[src/rtl/byte_alu_pkg.sv]
/*
 Package for the byte ALU subset: operation codes, field widths, reset values
 and the packed request and flag carriers shared by the datapath files.
 Assumes instruction decode supplies one operation request per cycle.
*/
package byte_alu_pkg;

	localparam int DATA_W = 8;
	localparam int ADDR_W = 7;

	typedef enum logic [2:0]
	{
		OP_NONE = 3'b000,
		OP_SUBTRACT_WITH_BORROW = 3'b001,
		OP_NIBBLE_EXCHANGE = 3'b010,
		OP_XOR_IMMEDIATE = 3'b011,
		OP_XOR_REGISTER = 3'b100,
		OP_PORT_DIRECTION_LOAD = 3'b101
	} alu_op_e;

	// Port direction selectors
	localparam logic [ADDR_W-1:0] SEL_PORT_A = 7'h05;
	localparam logic [ADDR_W-1:0] SEL_PORT_B = 7'h06;
	localparam logic [ADDR_W-1:0] SEL_PORT_C = 7'h07;

	// Reset values
	localparam logic [DATA_W-1:0] ACC_RESET = 8'h00;
	localparam logic [DATA_W-1:0] DIR_RESET = 8'hFF;
	localparam logic FLAG_RESET = 1'b0;
	localparam logic PULSE_RESET = 1'b0;
	localparam logic [ADDR_W-1:0] INDEX_RESET = 7'h00;
	localparam logic [DATA_W-1:0] WB_DATA_RESET = 8'h00;

	localparam logic TARGET_ACC = 1'b0;
	localparam logic TARGET_REG = 1'b1;

	typedef struct packed
	{
		alu_op_e op;
		logic target_select;
		logic [ADDR_W-1:0] reg_index;
		logic [DATA_W-1:0] reg_operand;
		logic [DATA_W-1:0] literal;
	} alu_req_s;

	typedef struct packed
	{
		logic carry;
		logic half_carry;
		logic zero;
	} alu_flags_s;

endpackage : byte_alu_pkg

[src/rtl/byte_alu_subset_ops.sv]
/*
 Datapath for subtract with borrow, nibble exchange, xor immediate, xor
 register and port direction load, with accumulator, flags and the three
 port direction registers. Assumes decode presents a request with op_valid
 and that the file register write port accepts reg_wr in the same cycle.
*/
// Contract
// - Subtract with borrow computes register minus accumulator minus inverted carry.
// - That subtraction is 8-bit two's complement with inverted carry as the borrow input.
// - Nibble exchange swaps register nibbles and changes no flag.
// - Register instructions write the accumulator when target is 0, the register when 1.
// - Xor immediate xors the accumulator with an 8-bit literal into the accumulator.
// - Xor register xors accumulator with the indexed register and routes by target.
// - Port direction load copies the accumulator to a direction register, no flags.
// - Direction selector 5, 6, 7 picks port A, B, C; other values load nothing and pulse bad_selector.
module byte_alu_subset_ops
	import byte_alu_pkg::*;
(
	// Clock and reset
	input wire logic mclk,
	input wire logic reset,
	// Request from decode
	input wire logic op_valid,
	input wire alu_req_s req,
	// File register write back
	output logic reg_wr,
	output logic [ADDR_W-1:0] reg_wr_index,
	output logic [DATA_W-1:0] reg_wr_data,
	// Core state
	output logic [DATA_W-1:0] acc,
	output alu_flags_s flags,
	output logic [DATA_W-1:0] port_a_direction,
	output logic [DATA_W-1:0] port_b_direction,
	output logic [DATA_W-1:0] port_c_direction,
	output logic bad_selector
);

	//----------------------------------------
	// Compute
	//----------------------------------------
	logic [DATA_W-1:0] result;
	alu_flags_s new_flags;

	byte_alu_compute u_compute
	(
		.op(req.op),
		.acc(acc),
		.reg_operand(req.reg_operand),
		.literal(req.literal),
		.carry_in(flags.carry),
		.result(result),
		.flags(new_flags)
	);

	//----------------------------------------
	// Decode helpers
	//----------------------------------------
	// Operations whose result follows target_select
	function automatic logic routes_by_target(alu_op_e op);
		routes_by_target = (op == OP_SUBTRACT_WITH_BORROW)
			|| (op == OP_NIBBLE_EXCHANGE)
			|| (op == OP_XOR_REGISTER);
	endfunction : routes_by_target

	// Operations that load the zero flag from their result
	function automatic logic loads_zero(alu_op_e op);
		loads_zero = (op == OP_SUBTRACT_WITH_BORROW)
			|| (op == OP_XOR_IMMEDIATE)
			|| (op == OP_XOR_REGISTER);
	endfunction : loads_zero

	// One-hot pick of a direction register, bit 0 for port A
	function automatic logic [2:0] direction_pick(logic [ADDR_W-1:0] sel);
		case (sel)
			SEL_PORT_A: direction_pick = 3'h1;
			SEL_PORT_B: direction_pick = 3'h2;
			SEL_PORT_C: direction_pick = 3'h4;
			default: direction_pick = 3'h0;
		endcase
	endfunction : direction_pick

	//----------------------------------------
	// Request decode
	//----------------------------------------
	logic take_routed;
	logic take_immediate;
	logic take_direction;
	logic take_zero;
	logic take_subtract;
	logic [2:0] dir_hit;

	always_comb
	begin
		take_routed = op_valid && routes_by_target(req.op);
		take_immediate = op_valid && (req.op == OP_XOR_IMMEDIATE);
		take_direction = op_valid && (req.op == OP_PORT_DIRECTION_LOAD);
		take_zero = op_valid && loads_zero(req.op);
		take_subtract = op_valid && (req.op == OP_SUBTRACT_WITH_BORROW);
		dir_hit = direction_pick(req.reg_index);
	end

	//----------------------------------------
	// Accumulator
	//----------------------------------------
	logic [DATA_W-1:0] next_acc;

	always_comb
	begin
		next_acc = acc;
		if (take_immediate)
			next_acc = result;
		else if (take_routed && (req.target_select == TARGET_ACC))
			next_acc = result;
	end

	always_ff @(posedge mclk or posedge reset)
	begin
		if (reset)
			acc <= ACC_RESET;
		else
			acc <= next_acc;
	end

	//----------------------------------------
	// Status flags
	//----------------------------------------
	alu_flags_s next_flags;

	always_comb
	begin
		// Nibble exchange and direction load keep every flag
		next_flags = flags;
		if (take_zero)
			next_flags.zero = new_flags.zero;
		if (take_subtract)
		begin
			next_flags.carry = new_flags.carry;
			next_flags.half_carry = new_flags.half_carry;
		end
	end

	always_ff @(posedge mclk or posedge reset)
	begin
		if (reset)
			flags <= '{carry: FLAG_RESET, half_carry: FLAG_RESET, zero: FLAG_RESET};
		else
			flags <= next_flags;
	end

	//----------------------------------------
	// File register write back
	//----------------------------------------
	logic next_reg_wr;
	logic [ADDR_W-1:0] next_reg_wr_index;
	logic [DATA_W-1:0] next_reg_wr_data;

	always_comb
	begin
		// Index and data load every cycle; only reg_wr qualifies them
		next_reg_wr = take_routed && (req.target_select == TARGET_REG);
		next_reg_wr_index = req.reg_index;
		next_reg_wr_data = result;
	end

	always_ff @(posedge mclk or posedge reset)
	begin
		if (reset)
		begin
			reg_wr <= PULSE_RESET;
			reg_wr_index <= INDEX_RESET;
			reg_wr_data <= WB_DATA_RESET;
		end
		else
		begin
			reg_wr <= next_reg_wr;
			reg_wr_index <= next_reg_wr_index;
			reg_wr_data <= next_reg_wr_data;
		end
	end

	//----------------------------------------
	// Port direction registers
	//----------------------------------------
	logic [DATA_W-1:0] next_port_a_direction;
	logic [DATA_W-1:0] next_port_b_direction;
	logic [DATA_W-1:0] next_port_c_direction;
	logic next_bad_selector;

	always_comb
	begin
		next_port_a_direction = port_a_direction;
		next_port_b_direction = port_b_direction;
		next_port_c_direction = port_c_direction;
		next_bad_selector = 1'b0;
		if (take_direction)
		begin
			if (dir_hit[0])
				next_port_a_direction = acc;
			if (dir_hit[1])
				next_port_b_direction = acc;
			if (dir_hit[2])
				next_port_c_direction = acc;
			// Selectors outside 5 to 7 load nothing and raise a one-cycle pulse
			next_bad_selector = (dir_hit == 3'h0);
		end
	end

	always_ff @(posedge mclk or posedge reset)
	begin
		if (reset)
		begin
			port_a_direction <= DIR_RESET;
			port_b_direction <= DIR_RESET;
			port_c_direction <= DIR_RESET;
			bad_selector <= PULSE_RESET;
		end
		else
		begin
			port_a_direction <= next_port_a_direction;
			port_b_direction <= next_port_b_direction;
			port_c_direction <= next_port_c_direction;
			bad_selector <= next_bad_selector;
		end
	end

endmodule : byte_alu_subset_ops

[src/rtl/byte_alu_compute.sv]
/*
 Combinational result and flag generator for one operation.
 Assumes the caller registers the result and chooses which flags to keep.
*/
module byte_alu_compute
	import byte_alu_pkg::*;
(
	// Operation
	input wire alu_op_e op,
	input wire logic [DATA_W-1:0] acc,
	input wire logic [DATA_W-1:0] reg_operand,
	input wire logic [DATA_W-1:0] literal,
	input wire logic carry_in,
	// Result
	output logic [DATA_W-1:0] result,
	output alu_flags_s flags
);

	logic [DATA_W:0] diff;
	logic [4:0] low_diff;

	always_comb
	begin
		// Borrow is the inverted carry; add ~acc plus carry is f - w - !c
		diff = {1'b0, reg_operand} + {1'b0, ~acc} + {8'h00, carry_in};
		low_diff = {1'b0, reg_operand[3:0]} + {1'b0, ~acc[3:0]} + {4'h0, carry_in};
		flags.carry = diff[DATA_W];
		flags.half_carry = low_diff[4];
		case (op)
			OP_SUBTRACT_WITH_BORROW: result = diff[DATA_W-1:0];
			OP_NIBBLE_EXCHANGE: result = {reg_operand[3:0], reg_operand[7:4]};
			OP_XOR_IMMEDIATE: result = acc ^ literal;
			OP_XOR_REGISTER: result = acc ^ reg_operand;
			default: result = acc;
		endcase
		flags.zero = (result == 8'h00);
	end

endmodule : byte_alu_compute

[config.mk]
export PLATFORM = sky130hd
export DESIGN_NAME = byte_alu_subset_ops
export DESIGN_NICKNAME = d
export VERILOG_FILES = /design/src/rtl/byte_alu_pkg.sv /design/src/rtl/byte_alu_subset_ops.sv /design/src/rtl/byte_alu_compute.sv
export SDC_FILE = /design/constraint.sdc
export NUM_CORES = 1
export LEC_CHECK = 0
export BUFFER_PORTS_ARGS = -buffer_cell sky130_fd_sc_hd__buf_2
export CORE_MARGIN = 3
export CORE_UTILIZATION = 53
export DETAILED_ROUTE_END_ITERATION = 6
export PLACE_DENSITY = 0.89
export SKIP_CTS_REPAIR_TIMING = 1
export SYNTH_ARGS = -nofsm -noshare
export SYNTH_HDL_FRONTEND = slang
export SYNTH_HIERARCHICAL = 1
export SYNTH_SLANG_ARGS = --single-unit
[constraint.sdc]
create_clock -name mclk -period 4 [get_ports mclk]
set_input_delay 0.6 -clock mclk [delete_from_list [all_inputs] [get_ports mclk]]
set_output_delay 0.6 -clock mclk [all_outputs]
set_load 0.01 [all_outputs]
# Yosys cells after proc, flatten, opt, wreduce, memory -nomap -nowiden
# Index checks and enable logic that the tools add are counted.
# word_totals
ram_bits	0
romBits	0
output_inout_bits	52
wordCells	50
n_memories	0
latchBits	0
ff_bits	52
inputBits	30
# classes
bitwise	5
n_lt_le_gt_ge	0
n_eq_ne	8
n_reduce_logical	17
shift	0
div	0
n_mux	5
n_addsub	4
mul	0
# ops
cell	n
8-bit one-hot mux with 4 select lines	1
7-bit by 3-bit == test with 1-bit output, second input constant	3
8-bit 2-to-1 mux	2
8-bit bitwise XOR	2
8-bit by 8-bit adder with 9-bit output	1
9-bit by 1-bit adder with 9-bit output	1
3-bit one-hot mux with 3 select lines	1
8-bit zero test	1
8-bit NOT	1
1-bit logical AND	7
3-bit by 2-bit == test with 1-bit output, second input constant	2
3-bit == test, second input constant	2
2-bit AND reduction	3
4-bit by 4-bit adder with 5-bit output	1
5-bit by 1-bit adder with 5-bit output	1
1-bit logical OR	4
4-bit NOT	1
3-bit by 1-bit == test with 1-bit output, second input constant	1
3-bit zero test	1
2-bit nonzero test	1
1-bit 2-to-1 mux	1
1-bit NOT	1

# Logic depth before layout (Yosys ltp)
# logic_depth
word_depth	7
mapped_depth	11
ltp_nobuf	11

# Hierarchy
# The synthesis kept the hierarchy.
# by_module_without_submodules
mod	seq_area_each_um2	area_per_inst_um2	cells_each	instances
byte_alu_subset_ops	1331.3	2197.1	154	1
byte_alu_compute	0.0	930.9	135	1

# Worst setup path before layout
# No wires, ideal clock.
# synth_timing
kind	flip-flop to flip-flop
start	reg acc[0]
end	reg flags[0] (netlist bit)
t_arrival_ns	2.950
path_stages_with_launch	12
n_path_buf	0
setup_slack_ns	0.985
synth_period_minus_slack_ns	3.015
cell_sequence	dfrtp_1 inv_1 fa_1 fa_1 nand2b_1 a221oi_1 o41ai_1 o21ai_1 or4_1 nor4_2 o22a_1 o22a_1
# synth_lines
element	line	rtl
start, declared	byte_alu_subset_ops.sv:30	output logic [DATA_W-1:0] acc,
start signal, assigned	byte_alu_subset_ops.sv:121	acc <= next_acc;
end signal, assigned	byte_alu_subset_ops.sv:145	flags <= '{carry: FLAG_RESET, half_carry: FLAG_RESET, zero: FLAG_RESET};
end signal, assigned	byte_alu_subset_ops.sv:147	flags <= next_flags;
end, declared	byte_alu_subset_ops.sv:31	output alu_flags_s flags,

==> results.txt <==
- Summed over all layers, the global routing overflow is 0.
* Cell type of the slowest stage on the worst timing path: or4_1
* Filler-free cell count of the finished design: 437
* Clock transition at path regs: 0.09 ns
* Normalized max-slew margin: 0.296
- Crit-path leading delay family: compound AO/OA/AOI/OAI gates
- Via count: 2605
- Worst IR Drop VDD: 268 uV
- Ys Warns: 6
- Port buffering added 81 buffers.
* Critical Path Fanout Max: 9
* Net count reported at finish: 403
* Number of flops mapped to enable cells by yosys: 0
* Asr flop ratio synth: 1.00
* Area overhead of the layout relative to synthesis: 16.5%
* Commonest cells after routing, fill and taps aside: 81 x buf_2, 28 x dfrtp_1, 24 x nand2_1, 24 x dfstp_2, 19 x mux2_2
- Power comes to 1.49 mW.
- TritonCTS built the clock tree.
- Clock latency on the worst-skew pair, taken at its later pin, is 0.31 ns.
* Bufs on Longest Clock Path: 2
- FF-to-FF setup slack: 0.60 ns
- In this run the count of I/O pins placed on the die edge is 82.
* Final estimated routing congestion in global placement: 0.889
* Achievable Freq: 294 MHz
* Post-detailed-route via-to-cell ratio: 5.96
- The flow ran to the end, and the final reports show no timing, DRC or antenna violations.
- Number of max-slew violations in the final report: 0
- The library cell used most frequently in the layout, excluding fill and tap cells, is buf_2.
* Slew at the pin with the worst max-slew slack: 1.05 ns
- Die area: 0.00686 sq mm
- Each instance of the synthesized netlist takes up on average 10.8 sq um.
- In this run the worst hold path is classified as input port to flop.
- In this run the horizontal extent of the chip is 82.8 microns.
* Overall routed net length: 7810 microns
- Number of synthesized register bits: 52
- Entering global routing, the biggest net connects 53 pins.
- The H-tree was split into 2 levels.
- In this run the power density over the cells is 410 mW/mm^2.
* Syn_nets: 328
* Via count of the first global-routing pass: 2542
- Global-route usage over all layers: 0.228
* Top FF cell, synth: dfrtp_1
- CTS root buffer: clkbuf_8
* Distinct cell type count of the synthesized netlist: 64
- Summed over all cells, the static leakage comes to 1.73 nW.
* DRC violations left: 0
- STA classifies the critical path endpoint as a flop.
- For the worst setup path, the data required time is 4.25 ns.
* Layout filler cell count: 444
- Iteration-0 DRC count of the detailed router: 215
- Synthesized cell area: 0.00313 sq mm
- Summed over all nets, the half-perimeter wirelength after detailed placement is 5820 microns.
* Gate count after technology mapping: 289
- Worst hold margin: 0.403 ns
- The first global-routing pass estimated 12900 microns of wire.
- The number of placed instances, taps included, is 429.
* Number of antenna violations at the first check in global routing: 0
- Largest stage delay on the critical path: 0.53 ns
- Sequential fraction of the synthesis area: 0.426
- In the finished design, the share of the clock period the worst path needs comes to 0.851.
- Once detail routing completed, the nets flagged for antenna violations numbered 0.
- Yosys attributes the largest share of cell area to dfrtp_1 22%, dfstp_2 20%, mux2_2 6.8%.
* Share of post-route cells with drive strength above 1: 0.419
- Setup CP Type: flop to flop
- Summing all multi-input logic gate instances after layout gives 0.00164 sq mm.
- Buffers inserted during clock tree synthesis total 5.
- The repair_antennas step left the layout with diodes totalling 0.
* Core outline area: 0.00561 sq mm
- TritonRoute pass-1 iters: 5
* Number of max-cap violations: 0
- In the final timing run, aggregate negative setup slack is 0 ns.
* Crit-path cells: inv_1 -> fa_1 -> fa_1 -> nand2b_1 -> a221oi_1 -> o41ai_1 -> o21ai_1 -> or4_1 -> nor4_2 -> o22a_1 -> o22a_1
* Final count of hold timing violations: 0
- On the final layout, the worst clock skew is 0.00498 ns.
- Critical path startpoint category: flop
- The clock drives 52 sinks.
- Summing all flip-flop and latch instances after layout gives 0.00133 sq mm.
* FP Rows: 27
- Initial standard-cell utilization of the core: 0.558
- Y dimension of the die: 82.8 microns
- Setup violations remaining at the end of the flow were counted as 0.
- Data arrives at the worst endpoint at 3.65 ns.
* Clock period minus final worst setup slack: 3.40 ns
* Fraction of post-synthesis cell area in the top cell type by area: 0.224
* Largest area contributor in the netlist: dfrtp_1
- The number of buffers and inverters on the critical path is 1.
* Fraction of the core area covered by cells at the end of the flow: 0.650
* RSZ-0062 raised after global routing: false
- Drt wl/cell: 17.9 microns
==> synth_stat cells, types with 2 or more instances <==
master	instances
mux2_4	8
a211oi_1	2
o22a_1	2
a22oi_1	8
clkbuf_8	2
nand3_1	5
o221ai_1	2
dfstp_2	24
nor4_4	2
clkbuf_1	4
nor3_1	4
o22ai_1	2
clkinv_1	2
o21ai_0	5
ha_1	7
nand2b_1	6
mux2_2	19
o211ai_1	17
buf_2	4
a31oi_1	4
dfrtp_1	28
nor4b_1	3
fa_1	2
o21ai_1	2
nor2b_1	3
xnor2_1	11
nor2_1	14
a32o_1	2
xor2_1	5
a21oi_1	7
buf_6	3
and2_1	9
nor3b_1	3
inv_1	13
o41ai_1	2
nand2_1	24
a21o_1	2
==> layout make-up <==
type | instances | share of cell area
clock buffer | 5 | 0.0189
clock inverter | 3 | 0.0117
inverter | 15 | 0.0154
multi-input combinational | 207 | 0.449
sequential | 52 | 0.365
tap | 72 | 0.0247
timing repair buffer | 83 | 0.115
==> worst reg2reg max path, stage by stage (launching register included) <==
cell and delay, ns:
dfrtp_1 0.52, inv_1 0.15, fa_1 0.49, fa_1 0.45, nand2b_1 0.09, a221oi_1 0.09, o41ai_1 0.40, o21ai_1 0.19
or4_1 0.53, nor4_2 0.16, o22a_1 0.16, o22a_1 0.12
==> metrics by stage <==
step	cell area [sq um]	worst slack (ns)
floorplan	3130	0.985
global placement	3530	0.772
detailed placement	3530	0.635
CTS	3640	0.640
global route	3640	0.438
finish	3640	0.597
==> cell families (layout without fill, tap and decap cells) <==
| kind of cell | Yosys count | after routing | share of synthesized area |
|---|---|---|---|
| adders and majority gates | 9 | 9 | 0.0408 |
| xor gates and xnor gates | 16 | 16 | 0.0448 |
| and+or+nand+nor | 85 | 85 | 0.161 |
| buffers and inverters | 30 | 106 | 0.0516 |
| muxes | 29 | 29 | 0.117 |
| DFF | 52 | 52 | 0.426 |
| AOI/OAI and AO/OA | 68 | 68 | 0.159 |
==> state kept, by name (all words and copies together) (netlist names) <==
register / flops
bad_selector: 1
reg_wr_index: 7
reg_wr: 1
port_b_direction: 8
acc: 8
port_c_direction: 8
flags: 3
reg_wr_data: 8
port_a_direction: 8
==> metal layers <==
metal | vias up | share of wire | track usage | routed length (microns)
li1 | 1202 | - | - | -
met1 | 1242 | 0.42 | 0.311 | 3290
met2 | 132 | 0.48 | 0.365 | 3750
met4 | 0 | 0.029 | 0.0921 | 223
met5 | - | 0 | 0 | 0
met3 | 29 | 0.071 | 0.0347 | 555
==> report_power, final <==
part	internal (mW)	switching, mW	leakage, nW	total, mW
Combinational	0.208	0.264	1.10	0.472
Clock	0.185	0.172	0.0541	0.358
Sequential	0.587	0.0784	0.573	0.666
Total	0.980	0.514	1.73	1.49
==> path summary, 6_finish.rpt <==
path | from | end | depth (start not counted)
hold / removal | req[18] | reg_wr_index[2]$_DFF_PP0_ | 1
setup reg to reg | acc[0]$_DFFE_PP0P_ | flags[0]$_DFFE_PP0P_ | 11
setup / recovery | acc[0]$_DFFE_PP0P_ | flags[0]$_DFFE_PP0P_ | 11
max in group asynchronous | reset | reg_wr_data[6]$_DFF_PP0_ | 2
min in group asynchronous | reset | reg_wr_index[3]$_DFF_PP0_ | 2
hold reg to reg | flags[1]$_DFFE_PP0P_ | flags[1]$_DFFE_PP0P_ | 1
Note: power is estimated with default switching activity, not from simulation.
